### src/rtl/mdah_pkg.sv
// Operation
// - any alarm drops status output; all but abnormal data halt motor
// - abnormal data alarm keeps motor current on
// - code mode remaps ready/torque/timing to code bits
// - code reporting setting 0/1, resets to 0
// - alarm LED blinks count identifying the alarm
// - overvoltage alarm blinks three times per group
// - fault clear acts on ON-to-OFF edge only
// - tool command or power cycle clears alarm
// - non-resettable alarms clear only by power cycle
// - warning asserted before alarm threshold reached
// - overheat alarm: two blinks, code 21, bit1
// - overvoltage alarm code 22, non-resettable
// - command pulse above 500 kHz raises code 34
package mdah_pkg;
	typedef enum logic [2:0] {
		ALM_NONE, ALM_OVERHEAT, ALM_OVERVOLT, ALM_CMD_PULSE, ALM_ABN_DATA
	} mdah_alarm_e;

	typedef enum logic [1:0] {LED_IDLE, LED_ON, LED_OFF, LED_GAP} mdah_led_e;

	// per-alarm presentation and handling
	typedef struct packed {
		logic [6:0] code;
		logic [2:0] bits;
		logic [3:0] blinks;
		logic resettable;
		logic keep_motor;
	} mdah_info_s;

	// outputs that double as fault code bits
	typedef struct packed {
		logic timing;
		logic torque_limit;
		logic ready;
	} mdah_gen_s;

	localparam logic [6:0] OVERHEAT_CODE = 7'h15;
	localparam logic [6:0] OVERVOLT_CODE = 7'h16;
	localparam logic [6:0] CMD_PULSE_CODE = 7'h22;
	localparam logic [6:0] ABN_DATA_CODE = 7'h4D;
	localparam logic [2:0] OVERHEAT_BITS = 3'h2;
	localparam logic [2:0] OVERVOLT_BITS = 3'h3;
	localparam logic [2:0] CMD_PULSE_BITS = 3'h2;
	localparam logic [2:0] ABN_DATA_BITS = 3'h7;
	localparam logic [3:0] OVERHEAT_BLINKS = 4'h2;
	localparam logic [3:0] OVERVOLT_BLINKS = 4'h3;
	localparam logic [3:0] CMD_PULSE_BLINKS = 4'h2;
	localparam logic [3:0] ABN_DATA_BLINKS = 4'h7;
	localparam logic CODE_EN_RESET = 1'b0;
	localparam logic [3:0] LED_GAP_TICKS = 4'h6;

	// timing
	localparam int CLK_KHZ = 125000;
	localparam int CMD_PULSE_MAX_KHZ = 500;
	localparam int CMD_MIN_CYCLES =
		(CLK_KHZ + CMD_PULSE_MAX_KHZ - 1) / CMD_PULSE_MAX_KHZ;
	localparam int LED_HALF_MS = 200;
	localparam int LED_TICK_CYCLES = LED_HALF_MS * CLK_KHZ;
endpackage

### src/rtl/mdah_alarm_handler.sv
`timescale 1ns/1ps
`default_nettype none
module mdah_alarm_handler
	import mdah_pkg::*;
#(
	parameter logic [7:0] TEMP_WARN = 8'hB0,
	parameter logic [7:0] TEMP_ALARM = 8'hC0,
	parameter logic [7:0] VOLT_WARN = 8'hD0,
	parameter logic [7:0] VOLT_ALARM = 8'hE0,
	parameter int LED_TICKS = LED_TICK_CYCLES
)
(
	// clock and reset
	input wire logic clk_i,
	input wire logic reset_i,
	// monitored conditions
	input wire logic [7:0] temp_i,
	input wire logic [7:0] volt_i,
	input wire logic cmd_pulse_i,
	input wire logic abn_data_i,
	// alarm clearing
	input wire logic fault_clear_in_i,
	input wire logic tool_reset_i,
	// code reporting setting
	input wire logic cfg_write_i,
	input wire logic cfg_code_en_i,
	// normal general outputs
	input wire mdah_gen_s gen_norm_i,
	// driver outputs
	output logic alarm_status_out_o,
	output logic excite_o,
	output logic motion_enable_o,
	output logic warning_o,
	output logic alarm_led_o,
	output mdah_gen_s gen_out_o,
	output logic [6:0] alarm_code_o
);
	function automatic mdah_info_s info_of(input mdah_alarm_e k);
		mdah_info_s r;
		r = '{7'h00, 3'h0, 4'h0, 1'b1, 1'b1};
		case (k)
			ALM_OVERHEAT:
				r = '{OVERHEAT_CODE, OVERHEAT_BITS, OVERHEAT_BLINKS,
					1'b1, 1'b0};
			ALM_OVERVOLT:
				r = '{OVERVOLT_CODE, OVERVOLT_BITS, OVERVOLT_BLINKS,
					1'b0, 1'b0};
			ALM_CMD_PULSE:
				r = '{CMD_PULSE_CODE, CMD_PULSE_BITS, CMD_PULSE_BLINKS,
					1'b1, 1'b0};
			ALM_ABN_DATA:
				r = '{ABN_DATA_CODE, ABN_DATA_BITS, ABN_DATA_BLINKS,
					1'b1, 1'b1};
			default:
				r = '{7'h00, 3'h0, 4'h0, 1'b1, 1'b1};
		endcase
		return r;
	endfunction

	// clear class of an alarm, for override decisions
	function automatic logic clears_of(input mdah_alarm_e k);
		mdah_info_s r;
		r = info_of(k);
		return r.resettable;
	endfunction

	mdah_alarm_e alarm;
	mdah_alarm_e next_alarm;
	mdah_alarm_e raise;
	mdah_info_s cur;
	logic code_en;
	logic clear_prev;
	logic fault_fall;
	logic pulse_prev;
	logic pulse_seen;
	logic [8:0] pulse_gap;
	logic too_fast;
	mdah_led_e led_state;
	logic [31:0] div_cnt;
	logic tick;
	logic [3:0] blink_cnt;
	logic [3:0] rise_cnt;

	assign cur = info_of(alarm);
	assign fault_fall = clear_prev && !fault_clear_in_i;

	// setting is written by the tool, survives until power cycle
	always_ff @(posedge clk_i)
	begin
		if (reset_i)
			code_en <= CODE_EN_RESET;
		else if (cfg_write_i)
			code_en <= cfg_code_en_i;
	end

	// edge history of the clear input and command pulse
	always_ff @(posedge clk_i)
	begin
		if (reset_i)
		begin
			clear_prev <= 1'b0;
			pulse_prev <= 1'b0;
		end
		else
		begin
			clear_prev <= fault_clear_in_i;
			pulse_prev <= cmd_pulse_i;
		end
	end

	// period between rising edges; shorter than the limit is too fast
	always_ff @(posedge clk_i)
	begin
		if (reset_i)
		begin
			pulse_gap <= 9'h000;
			pulse_seen <= 1'b0;
			too_fast <= 1'b0;
		end
		else
		begin
			too_fast <= 1'b0;
			if (cmd_pulse_i && !pulse_prev)
			begin
				too_fast <= pulse_seen &&
					(pulse_gap < 9'(CMD_MIN_CYCLES - 1));
				pulse_seen <= 1'b1;
				pulse_gap <= 9'h000;
			end
			else if (pulse_gap != 9'(CMD_MIN_CYCLES))
				pulse_gap <= pulse_gap + 9'h001;
		end
	end

	// new condition; overvoltage first since it cannot be cleared
	always_comb
	begin
		raise = ALM_NONE;
		if (volt_i >= VOLT_ALARM)
			raise = ALM_OVERVOLT;
		else if (temp_i >= TEMP_ALARM)
			raise = ALM_OVERHEAT;
		else if (too_fast)
			raise = ALM_CMD_PULSE;
		else if (abn_data_i)
			raise = ALM_ABN_DATA;
	end

	// a condition still present at the clear re-raises at once
	always_comb
	begin
		next_alarm = alarm;
		if ((fault_fall || tool_reset_i) && cur.resettable)
			next_alarm = ALM_NONE;
		if (raise != ALM_NONE && (next_alarm == ALM_NONE ||
			(!clears_of(raise) && clears_of(next_alarm))))
			next_alarm = raise;
	end

	// power cycle clears every alarm and is the only clear for overvoltage
	always_ff @(posedge clk_i)
	begin
		if (reset_i)
			alarm <= ALM_NONE;
		else
			alarm <= next_alarm;
	end

	// motor and status outputs follow the latched alarm
	always_ff @(posedge clk_i)
	begin
		if (reset_i)
		begin
			alarm_status_out_o <= 1'b1;
			excite_o <= 1'b1;
			motion_enable_o <= 1'b1;
			alarm_code_o <= 7'h00;
		end
		else
		begin
			alarm_status_out_o <= (alarm == ALM_NONE);
			excite_o <= cur.keep_motor;
			motion_enable_o <= cur.keep_motor;
			alarm_code_o <= cur.code;
		end
	end

	// warning below the alarm threshold
	always_ff @(posedge clk_i)
	begin
		if (reset_i)
			warning_o <= 1'b0;
		else
			warning_o <= (temp_i >= TEMP_WARN) ||
				(volt_i >= VOLT_WARN);
	end

	// general outputs carry code bits only while an alarm stands
	always_ff @(posedge clk_i)
	begin
		if (reset_i)
			gen_out_o <= '0;
		else if (code_en && alarm != ALM_NONE)
			gen_out_o <= cur.bits;
		else
			gen_out_o <= gen_norm_i;
	end

	// half-period divider, restarted whenever the LED is idle
	always_ff @(posedge clk_i)
	begin
		if (reset_i || led_state == LED_IDLE)
		begin
			div_cnt <= 32'h00000000;
			tick <= 1'b0;
		end
		else
		begin
			tick <= (div_cnt == 32'(LED_TICKS - 2));
			if (div_cnt == 32'(LED_TICKS - 1))
				div_cnt <= 32'h00000000;
			else
				div_cnt <= div_cnt + 32'h00000001;
		end
	end

	// blink groups; code read live so an override applies to the current group
	always_ff @(posedge clk_i)
	begin
		if (reset_i || alarm == ALM_NONE)
		begin
			led_state <= LED_IDLE;
			blink_cnt <= 4'h0;
			alarm_led_o <= 1'b0;
		end
		else
		begin
			case (led_state)
				LED_IDLE:
				begin
					led_state <= LED_ON;
					blink_cnt <= 4'h1;
					alarm_led_o <= 1'b1;
				end
				LED_ON:
					if (tick)
					begin
						led_state <= LED_OFF;
						alarm_led_o <= 1'b0;
					end
				LED_OFF:
					if (tick && blink_cnt >= cur.blinks)
					begin
						led_state <= LED_GAP;
						blink_cnt <= 4'h0;
					end
					else if (tick)
					begin
						led_state <= LED_ON;
						blink_cnt <= blink_cnt + 4'h1;
						alarm_led_o <= 1'b1;
					end
				LED_GAP:
					if (tick && blink_cnt == LED_GAP_TICKS - 4'h1)
					begin
						led_state <= LED_ON;
						blink_cnt <= 4'h1;
						alarm_led_o <= 1'b1;
					end
					else if (tick)
						blink_cnt <= blink_cnt + 4'h1;
				default:
					led_state <= LED_IDLE;
			endcase
		end
	end

	// helper: LED rises after the first counted per group, for checking only
	always_ff @(posedge clk_i)
	begin
		if (reset_i || led_state == LED_GAP || led_state == LED_IDLE)
			rise_cnt <= 4'h0;
		else if (led_state == LED_OFF && tick && blink_cnt < cur.blinks)
			rise_cnt <= rise_cnt + 4'h1;
	end
endmodule
`default_nettype wire

### config.mk
export PLATFORM = sky130hd
export DESIGN_NAME = mdah_alarm_handler
export DESIGN_NICKNAME = d
export VERILOG_FILES = /design/src/rtl/mdah_pkg.sv /design/src/rtl/mdah_alarm_handler.sv
export SDC_FILE = /design/constraint.sdc
export NUM_CORES = 1
export LEC_CHECK = 0
export ABC_AREA = 1
export CAP_MARGIN = 20
export CORE_MARGIN = 1
export CORE_UTILIZATION = 50
export DETAILED_ROUTE_END_ITERATION = 10
export DONT_BUFFER_PORTS = 1
export GPL_TIMING_DRIVEN = 0
export MAX_ROUTING_LAYER = met4
export PLACE_DENSITY = 0.76
export REMOVE_ABC_BUFFERS = 1
export SYNTH_ARGS = -nofsm -noshare
export SYNTH_HDL_FRONTEND = slang
export SYNTH_SLANG_ARGS = --single-unit
### constraint.sdc
create_clock -name clk_i -period 2.4 [get_ports clk_i]
set_input_delay 0.24 -clock clk_i [delete_from_list [all_inputs] [get_ports clk_i]]
set_output_delay 0.24 -clock clk_i [all_outputs]
set_load 0.1 [all_outputs]
==> reports/metrics.cfg, run 1 <==
[critical_path]
slowest_delay_ns=0.46
cp_cell_sequence=ha_1, inv_1, nor2_4, nand4_1, nor2_1, nand2_1, nand2_2, a21oi_1
r2r-start=div_cnt[0]
crit_arrival_ns=2.20
cp_slowest_cell=nand2_2
cp-end-kind=flip-flop
crit_fanout=32
reg2reg_depth=8
crit_required_ns=2.61
r2r-end=div_cnt[25]
criticalPathCategory=flip-flop to flip-flop
cp-start-kind=flip-flop
reg2reg_slack_ns=0.41

[clock_network]
cts_tree=done
cts-root-buf=clkbuf_8
cts_sinks=69
h-tree-depth=3
clock_latency_ns=0.35
cts_made_buffers=9
postCtsSetupBuffers=0
clockBufferDepth=2
clkTransAtPathRegs_ns=0.08

[die]
rows=30
core_area_um2=6870
dieArea_um2=7570
die_y_um=87.0
die_w_um=87.0
ios=42
start_util_pct=52.6

[placed_design]
dp_slack_ns=0.397
routabilityCongestion=0.912
dp_hpwl_mm=5.78
port_buffers=0
dp.cells=614

[route]
vias=3177
wl_per_cell_um=12.0
drc=0
drt_iter0_drc=152
via_per_inst=5.02
drt_wl_total_mm=7.62
first_pass_iters=4
antenna_left=0

[power]
netSwitchingFraction_pct=30.9
ir_worst_vdd_mv=0.311
power.total_mw=2.52
p_switching_mw=0.778
p_clk_share_pct=38.8
p_leak_nw=1.32
comb_power_share_pct=7.5
power-per-cell-area_nw_per_um2=643
power_frac_seq_pct=53.7
internal-power_mw=1.74

[finish]
layout-drive-gt1-share_pct=8.01
nets=572
syn2layout_area_growth_pct=8.24
n_fill_cell=663
finalNonFillerCells=633
diodes=0

[synthesis]
synth_top_area_share_pct=38.2
ys_warn_count=0
yosysSeqAreaShare_pct=38.2
ys_ff_latch=69
synthTopCellsByArea=dfxtp_1 38%, nand2_1 13%, nor2_1 8.4%, inv_1 6.6%, a21oi_1 6.1%
synth.distinct_cells=33
avgSynthCellArea_um2=6.87
synth_ff_type=dfxtp_1
synth_top_cell_by_area=dfxtp_1
async_flop_share_pct=0
netlist_area_um2=3610
synth_edf_count=0
synth_cells=526

[sta]
max_freq_mhz=503
setup_tns_ns=0
max_slew_margin_pct=33.5
min_period_ns=1.99
final_max_slew_viol_count=0
fin_crit_sh_pct=82.9
finalClockSkew_ns=0.0126
rsz0062_at_grt=no
worst_slack_ns=0.411
worst_pin_slew_ns=1.00
hold_viol=0
setup_viol=0

[global_routing]
grt_busiest_layer=met2
grt_pass1_vias=2856
use_met1_pct=27.3
grt.met2_usage_pct=36.4
overflow=0
grt_max_degree=33
met3_usage_pct=5.69
grt_pass1_wl_mm=12.8
antenna_found_initial=0
gr-usage-all-layers_pct=22.4

[worst_hold_path]
hold_path.class=input pin to flip-flop
min-delay-start=gen_norm_i[2]
hold_depth=2
hold_end=gen_out_o[2]

[job]
maxCapViolCount=0

[outcome]
status=complete, no violations

==> metal layers <==
metal	wire length [um]	vias up
met4	112	0
met5	0	-
li1	-	1702
met1	3670	1405
met3	286	9
met2	3550	61
==> final cells by class <==
type / count / area [um^2] / area share [%]
tap: 96 / 120 / 3.07
clock inverter: 7 / 82.6 / 2.11
timing repair buffer: 3 / 30.0 / 0.768
multi-input combinational: 379 / 1910 / 48.8
clock buffer: 9 / 124 / 3.17
inverter: 70 / 263 / 6.72
sequential: 69 / 1380 / 35.4
==> state kept, by name, summed over array words and instances (netlist names) <==
register / cells
led_state: 2
alarm: 3
pulse_seen: 1
alarm_led_o: 1
tick: 1
clear_prev: 1
warning_o: 1
alarm_status_out_o: 1
code_en: 1
gen_out_o: 3
alarm_code_o: 6
too_fast: 1
motion_enable_o: 1
div_cnt: 32
pulse_gap: 9
pulse_prev: 1
blink_cnt: 4
==> cell usage in the layout, fill, tap and decap left out, drive strengths merged <==
cell type    instances
nand2              126
nor2                86
inv                 72
dfxtp               69
a21oi               44
nand3               25
nor3                22
nand4               15
o21ai               15
ha                  13
xor2                 9
clkbuf               9
nand3b               5
or2                  5
xnor2                4
dlygate4sd3          3
nor4                 2
nor3b                2
a211oi               2
clkinv               2
clkinvlp             2
o31ai                1
o21bai               1
a31oi                1
o21a                 1
bufinv               1
==> cells in the mapped netlist (3+ instances only) <==
library cell and instances:
nand3b_1 5, nor2_1 81, xnor2_1 4, xor2_1 9, inv_2 6, a21oi_1 44, nor3_1 16, ha_1 13
o21ai_0 14, nand2_1 122, dfxtp_1 69, nor2_2 3, buf_6 3, or2_0 3, nor3_2 6, nand4_1 15
nand3_1 24, inv_1 64, nand2_2 4
==> logic make-up after synthesis <==
family	after synthesis	share of synthesized area, %
flip-flops	69	38.2
XOR/XNOR	13	3.15
AO/OA/AOI/OAI	65	9.49
AND/OR/NAND/NOR	288	35.7
adder cells (fa/ha/maj)	13	4.50
buffers and inverters	78	8.97
==> power by group through the flow <==
stage	Sequential [mW]	Clock [mW]	Combinational, mW
2_1_floorplan	1.37	0	0.147
3_3_place_gp	1.38	0	0.177
3_5_place_dp	1.38	0	0.183
4_1_cts	1.35	0.998	0.191
5_1_grt	1.36	1.05	0.221
6_report	1.35	0.976	0.189
==> repair_timing <==
| action | in CTS | in global routing |
|---|---|---|
| hold buffers | 3 | 0 |
| endpoints found under the hold margin | 12 | 0 |
| gates resized for setup | 0 | 0 |
==> worst max path at each step <==
| stage | startpoint | end | cells past startpoint |
|---|---|---|---|
| 5_1_grt | div_cnt[0] | div_cnt[27] | 8 |
| 3_5_place_dp | div_cnt[0] | div_cnt[25] | 8 |
| 6_report | div_cnt[0] | div_cnt[25] | 8 |
| 4_1_cts | div_cnt[0] | div_cnt[25] | 8 |
| 3_3_place_gp | div_cnt[0] | div_cnt[28] | 8 |
| 2_1_floorplan | alarm_code_o[3] | alarm_code_o[3] | 0 |
==> critical path: cells and delay by family, from the launching register on <==
kind	cells	cell delay [ns]
AO/OA/AOI/OAI	1	0.09
adder cells (fa/ha/maj)	1	0.23
flip-flops	1	0.42
AND/OR/NAND/NOR	5	0.98
buffers and inverters	1	0.12
==> per-stage QoR <==
stage          instance area [um^2]  hold WS, ns  util (%)
5_1_grt                        3910       0.0424      56.9
6_report                       3910       0.0297      56.9
3_3_place_gp                   3670        0.311      53.5
4_1_cts                        3910       0.0278      56.9
2_1_floorplan                  3550        0.309         -
3_5_place_dp                   3670        0.312      53.5
Note: power is estimated with default switching activity, not from simulation.
==> inputs of run 2 (changes only) <==
--- a/config.mk
+++ b/config.mk
@@ -5,7 +5,7 @@
 export SDC_FILE = /design/constraint.sdc
 export NUM_CORES = 1
 export LEC_CHECK = 0
-export ABC_AREA = 1
+export ABC_AREA = 0
 export CAP_MARGIN = 20
 export CORE_MARGIN = 1
 export CORE_UTILIZATION = 50
@@ -13,7 +13,7 @@
 export DONT_BUFFER_PORTS = 1
 export GPL_TIMING_DRIVEN = 0
 export MAX_ROUTING_LAYER = met4
-export PLACE_DENSITY = 0.76
+export PLACE_DENSITY = 0.79
 export REMOVE_ABC_BUFFERS = 1
 export SYNTH_ARGS = -nofsm -noshare
 export SYNTH_HDL_FRONTEND = slang
==> constraint.sdc (replaced) <==
create_clock -name clk_i -period 1.7 [get_ports clk_i]
set_input_delay 0.17 -clock clk_i [delete_from_list [all_inputs] [get_ports clk_i]]
set_output_delay 0.17 -clock clk_i [all_outputs]
set_load 0.1 [all_outputs]
==> reports/metrics.cfg, run 2 <==
[critical_path]
cp-end-kind=flip-flop
cp-start-kind=flip-flop
reg2reg_slack_ns=-0.43
r2r-start=alarm[0]
crit_required_ns=1.99
reg2reg_depth=8
criticalPathCategory=flip-flop to flip-flop
r2r-end=blink_cnt[1]
crit_fanout=5
crit_arrival_ns=2.42

[finish]
layout_common_cells=50 x dfxtp_1, 34 x nor2_1, 25 x nand3_1
mostFrequentLayoutCell=dfxtp_1
postLayoutCoreUtil_pct=66.0
top_register=div_cnt
n_fill_cell=446
syn2layout_area_growth_pct=27.8
diodes=0
nets=446
reg_top3=div_cnt x32, pulse_gap x9, alarm_code_o x6
layout-drive-gt1-share_pct=30.9
largest_register_ffs=32

[synthesis]
synth.distinct_cells=49
yosysSeqAreaShare_pct=42.3
async_flop_share_pct=0
ys_ff_latch=69
synth_top_area_share_pct=42.3
yosysMostFrequentCell=dfxtp_1
synth_top_cell_by_area=dfxtp_1
synthTopCellsByArea=dfxtp_1 42%, nor2_1 6.8%, xor2_1 6.2%, ha_1 5.0%, nand3_1 4.0%
ys_warn_count=0
ys_top_cells_by_count=69 x dfxtp_1, 59 x nor2_1, 26 x nand2_1, 26 x nand3_1, 23 x xor2_1
synth_cells=376
synth_ff_type=dfxtp_1
avgSynthCellArea_um2=8.68
synth_edf_count=0
netlist_area_um2=3260

[placed_design]
dp_hpwl_mm=4.22
routabilityCongestion=0.840
port_buffers=0

[global_routing]
antenna_found_initial=0
grt_pass1_wl_mm=12.8
grt_pass1_vias=2744
grt_max_degree=17
gr-usage-all-layers_pct=25.8
overflow=0

[sta]
max_freq_mhz=469
final_max_slew_viol_count=0
finalClockSkew_ns=0.00851
worst_pin_slew_ns=0.998
max_slew_margin_pct=33.6
hold_viol=0
worst_slack_ns=-0.431
min_period_ns=2.13
fin_crit_sh_pct=125
setup_viol=35
rsz0062_at_grt=yes

[die]
ios=42
die_w_um=82.8
dieArea_um2=6850
die_y_um=82.8
start_util_pct=51.7
rows=29
core_area_um2=6310

[clock_network]
cts_sinks=69
clock_latency_ns=0.36
cts_made_buffers=9
clkTransAtPathRegs_ns=0.08
cts_tree=done
cts-root-buf=clkbuf_8
clockBufferDepth=2
h-tree-depth=3

[worst_hold_path]
hold_path.class=input pin to flip-flop
min-delay-start=cmd_pulse_i
hold_end=pulse_seen
hold_depth=2

[route]
drc=0
via_per_inst=5.92
first_pass_iters=4
wl_per_cell_um=17.0
drt_iter0_drc=182
drt_wl_total_mm=8.28
vias=2887
antenna_left=0

[job]
maxCapViolCount=0

[outcome]
violations=setup timing
status=complete, but fails checks

[power]
power.total_mw=3.61
p_leak_nw=1.46
ir_worst_vdd_mv=0.854
power-per-cell-area_nw_per_um2=867

run 2: area by class of cell:
type                    count  area, um^2  share of cell area, %
clock buffers              11         141                   3.39
clock inverters             5        60.1                   1.44
inverters                  11        41.3                  0.991
multi-input cells         283        2100                   50.3
flip-flops and latches     69        1420                   34.1
well taps                  77        96.3                   2.31
repair buffers             32         310                   7.45
run 2: metrics by stage:
step	hold slack (ns)	TNS (ns)	cell area, um^2	instances	worst slack (ns)
6_report	0.0173	-5.62	4170	488	-0.431
5_1_grt	0.0255	-8.21	4170	488	-0.559
4_1_cts	0.0155	-4.73	4020	486	-0.384
3_5_place_dp	0.243	-17.74	3280	439	-0.846
3_3_place_gp	0.241	-17.34	3270	439	-0.832
2_1_floorplan	0.239	-9.69	3180	362	-0.518
run 2: repair_timing:
action	CTS	global route
pin swaps	49	11
cloned	1	0
setup endpoints to repair	35	37
gates resized for setup	66	44
hold buffers	8	0
buffers inserted	22	2
hold endpoints to repair	16	0
run 2: worst max-delay path, cell delays in order, from the launching register on:
cell,delay [ns]
dfxtp_4,0.37
nor2_1,0.15
nand2_2,0.11
ha_4,0.26
a211o_1,0.32
a31oi_4,0.22
a21boi_2,0.10
or4_1,0.40
a21oi_1,0.14
run 2: how the worst max path moves through the flow:
| stage | depth (start not counted) | from | slack (ns) | to |
|---|---|---|---|---|
| floorplan | 9 | alarm[0] | -0.52 | blink_cnt[1] |
| global placement | 7 | alarm[2] | -0.83 | blink_cnt[1] |
| detailed placement | 7 | alarm[2] | -0.85 | blink_cnt[1] |
| CTS | 9 | alarm[1] | -0.38 | blink_cnt[1] |
| global route | 8 | alarm[0] | -0.56 | blink_cnt[1] |
| finish | 8 | alarm[0] | -0.43 | blink_cnt[1] |
run 2: power breakdown:
part	internal, mW	total (mW)	switching [mW]
clock network	0.720	1.37	0.647
logic	0.200	0.386	0.186
registers	1.65	1.86	0.207
run 2: cell families after synthesis:
family,Yosys count,share of synthesized area [%]
and+or+nand+nor,181,28.1
DFF,69,42.3
AOI/OAI and AO/OA,48,9.82
xor gates and xnor gates,37,9.93
buffers and inverters,25,3.84
adders and majority gates,13,4.99
muxes,3,0.959
run 2: metal layers:
| layer | track usage [%] | up-vias | wire, um |
|---|---|---|---|
| met2 | 44.8 | 90 | 4370 |
| met3 | 4.26 | 17 | 331 |
| met5 | - | - | 0 |
| li1 | - | 1378 | - |
| met1 | 27.7 | 1402 | 3360 |
| met4 | 15.0 | 0 | 208 |
==> inputs of run 3 (changes only) <==
--- a/config.mk
+++ b/config.mk
@@ -13,7 +13,7 @@
 export DONT_BUFFER_PORTS = 1
 export GPL_TIMING_DRIVEN = 0
 export MAX_ROUTING_LAYER = met4
-export PLACE_DENSITY = 0.79
+export PLACE_DENSITY = 0.76
 export REMOVE_ABC_BUFFERS = 1
 export SYNTH_ARGS = -nofsm -noshare
 export SYNTH_HDL_FRONTEND = slang
==> constraint.sdc (replaced) <==
create_clock -name clk_i -period 2.47 [get_ports clk_i]
set_input_delay 0.247 -clock clk_i [delete_from_list [all_inputs] [get_ports clk_i]]
set_output_delay 0.247 -clock clk_i [all_outputs]
set_load 0.1 [all_outputs]
==> reports/metrics.cfg, run 3 (synthesized netlist as in run 2, its figures left out) <==
[die]
rows=29
dieArea_um2=6850
ios=42
start_util_pct=51.7
die_w_um=82.8
core_area_um2=6310
die_y_um=82.8

[sta]
finalClockSkew_ns=0.00960
hold_viol=0
worst_pin_slew_ns=0.994
min_period_ns=2.38
rsz0062_at_grt=no
final_max_slew_viol_count=0
fin_crit_sh_pct=96.2
max_freq_mhz=421
setup_viol=0
hold_slack_ns=0.0198
max_slew_margin_pct=33.9

[power]
power-per-cell-area_nw_per_um2=692
netSwitchingFraction_pct=27.4
p_leak_nw=1.19
comb_power_share_pct=5.3
internal-power_mw=1.77
p_switching_mw=0.667
ir_worst_vdd_mv=0.595
p_clk_share_pct=41.9
power_frac_seq_pct=52.8

[finish]
mostFrequentLayoutCell=dfxtp_1
layout-drive-gt1-share_pct=8.71
diodes=0
nets=414
top_register=div_cnt
syn2layout_area_growth_pct=7.90
postLayoutCoreUtil_pct=55.7
largest_register_ffs=32
reg_top3=div_cnt x32, pulse_gap x9, alarm_code_o x6
layout_common_cells=64 x dfxtp_1, 59 x nor2_1, 26 x nand2_1, 26 x nand3_1, 23 x xor2_1

[critical_path]
r2r-start=alarm[0]
criticalPathCategory=flip-flop to flip-flop
reg2reg_slack_ns=0.09
crit_arrival_ns=2.66
crit_fanout=11
cp-end-kind=flip-flop
slowest_delay_ns=0.41
reg2reg_depth=9
crit_required_ns=2.75
r2r-end=blink_cnt[1]
cp_cell_sequence=or2_2, nand2_1, nand2_1, ha_1, a211o_1, a31oi_2, a21boi_1, or4_1, a21oi_1
cp-start-kind=flip-flop
critPathMostFrequentCell=nand2_1
cp_slowest_cell=or4_1

[route]
vias=2585
wl_per_cell_um=13.2
first_pass_iters=4
drt_iter0_drc=117
drc=0
via_per_inst=5.67
antenna_left=0
drt_wl_total_mm=6.01

[clock_network]
postCtsSetupBuffers=0
clockBufferDepth=2
clock_latency_ns=0.35
clkTransAtPathRegs_ns=0.08
cts_sinks=69
cts_tree=done
h-tree-depth=3
cts-root-buf=clkbuf_8
cts_made_buffers=9

[worst_hold_path]
min-delay-start=fault_clear_in_i
hold_path.class=input pin to flip-flop
hold_end=clear_prev
hold_depth=1

[global_routing]
antenna_found_initial=0
grt_pass1_wl_mm=10.0
grt_max_degree=27
overflow=0
gr-usage-all-layers_pct=20.0
grt_pass1_vias=2301

[job]
maxCapViolCount=0

[placed_design]
routabilityCongestion=0.839
port_buffers=0
dp_hpwl_mm=4.13

[outcome]
status=complete, no violations

[run 3: layer usage]
layer	wire length, um	GRT usage, %	up-vias
li1	-	-	1314
met1	2880	23.7	1199
met2	2730	31.6	58
met3	283	5.46	14
met4	124	8.97	0
met5	0	-	-
[run 3: worst max path at each step]
stage / startpoint / endpoint / cells past startpoint
floorplan: alarm[0] / blink_cnt[1] / 9
global placement: alarm[2] / blink_cnt[1] / 7
detailed placement: alarm[2] / blink_cnt[1] / 7
CTS: alarm[0] / blink_cnt[1] / 9
global route: alarm[0] / blink_cnt[1] / 9
finish: alarm[0] / blink_cnt[1] / 9
[run 3: power by group through the flow]
stage          Sequential, mW  Clock [mW]  Combinational (mW)
4_1_cts                  1.28        1.04               0.131
3_5_place_dp             1.31           0               0.121
3_3_place_gp             1.31           0               0.119
2_1_floorplan            1.30           0              0.0993
5_1_grt                  1.29        1.08               0.149
6_report                 1.29        1.02               0.130
[run 3: worst max-delay path: cells and delay by family (launching register included)]
kind            cells  cell delay (ns)
flops               1             0.38
compound gates      4             0.82
simple gates        4             0.91
fa+ha+maj           1             0.20
[run 3: area by class of cell]
class,count,area [um^2]
Clock buffer,9,124
Multi-Input combinational cell,282,1760
Fill cell,574,2790
Sequential cell,69,1390
Tap cell,77,96.3
Clock inverter,7,98.8
Timing Repair Buffer,1,10.0
Inverter,11,41.3
[run 3: repair_timing]
action	4_1_cts	5_1_grt
setup endpoints to repair	1	1
hold endpoints to repair	15	0
hold buffers	1	0
resized for setup	2	3
[run 3: through the flow]
stage          worst slack [ns]  total power, mW  std cells  setup TNS, ns  cell area [um^2]
2_1_floorplan             0.252             1.40        362              0              3180
3_3_place_gp            -0.0484             1.43        439        -0.0484              3270
3_5_place_dp            -0.0189             1.43        439        -0.0189              3280
4_1_cts                  0.0377             2.45        456              0              3520
5_1_grt                 0.00912             2.52        456              0              3520
6_report                 0.0927             2.44        456              0              3520
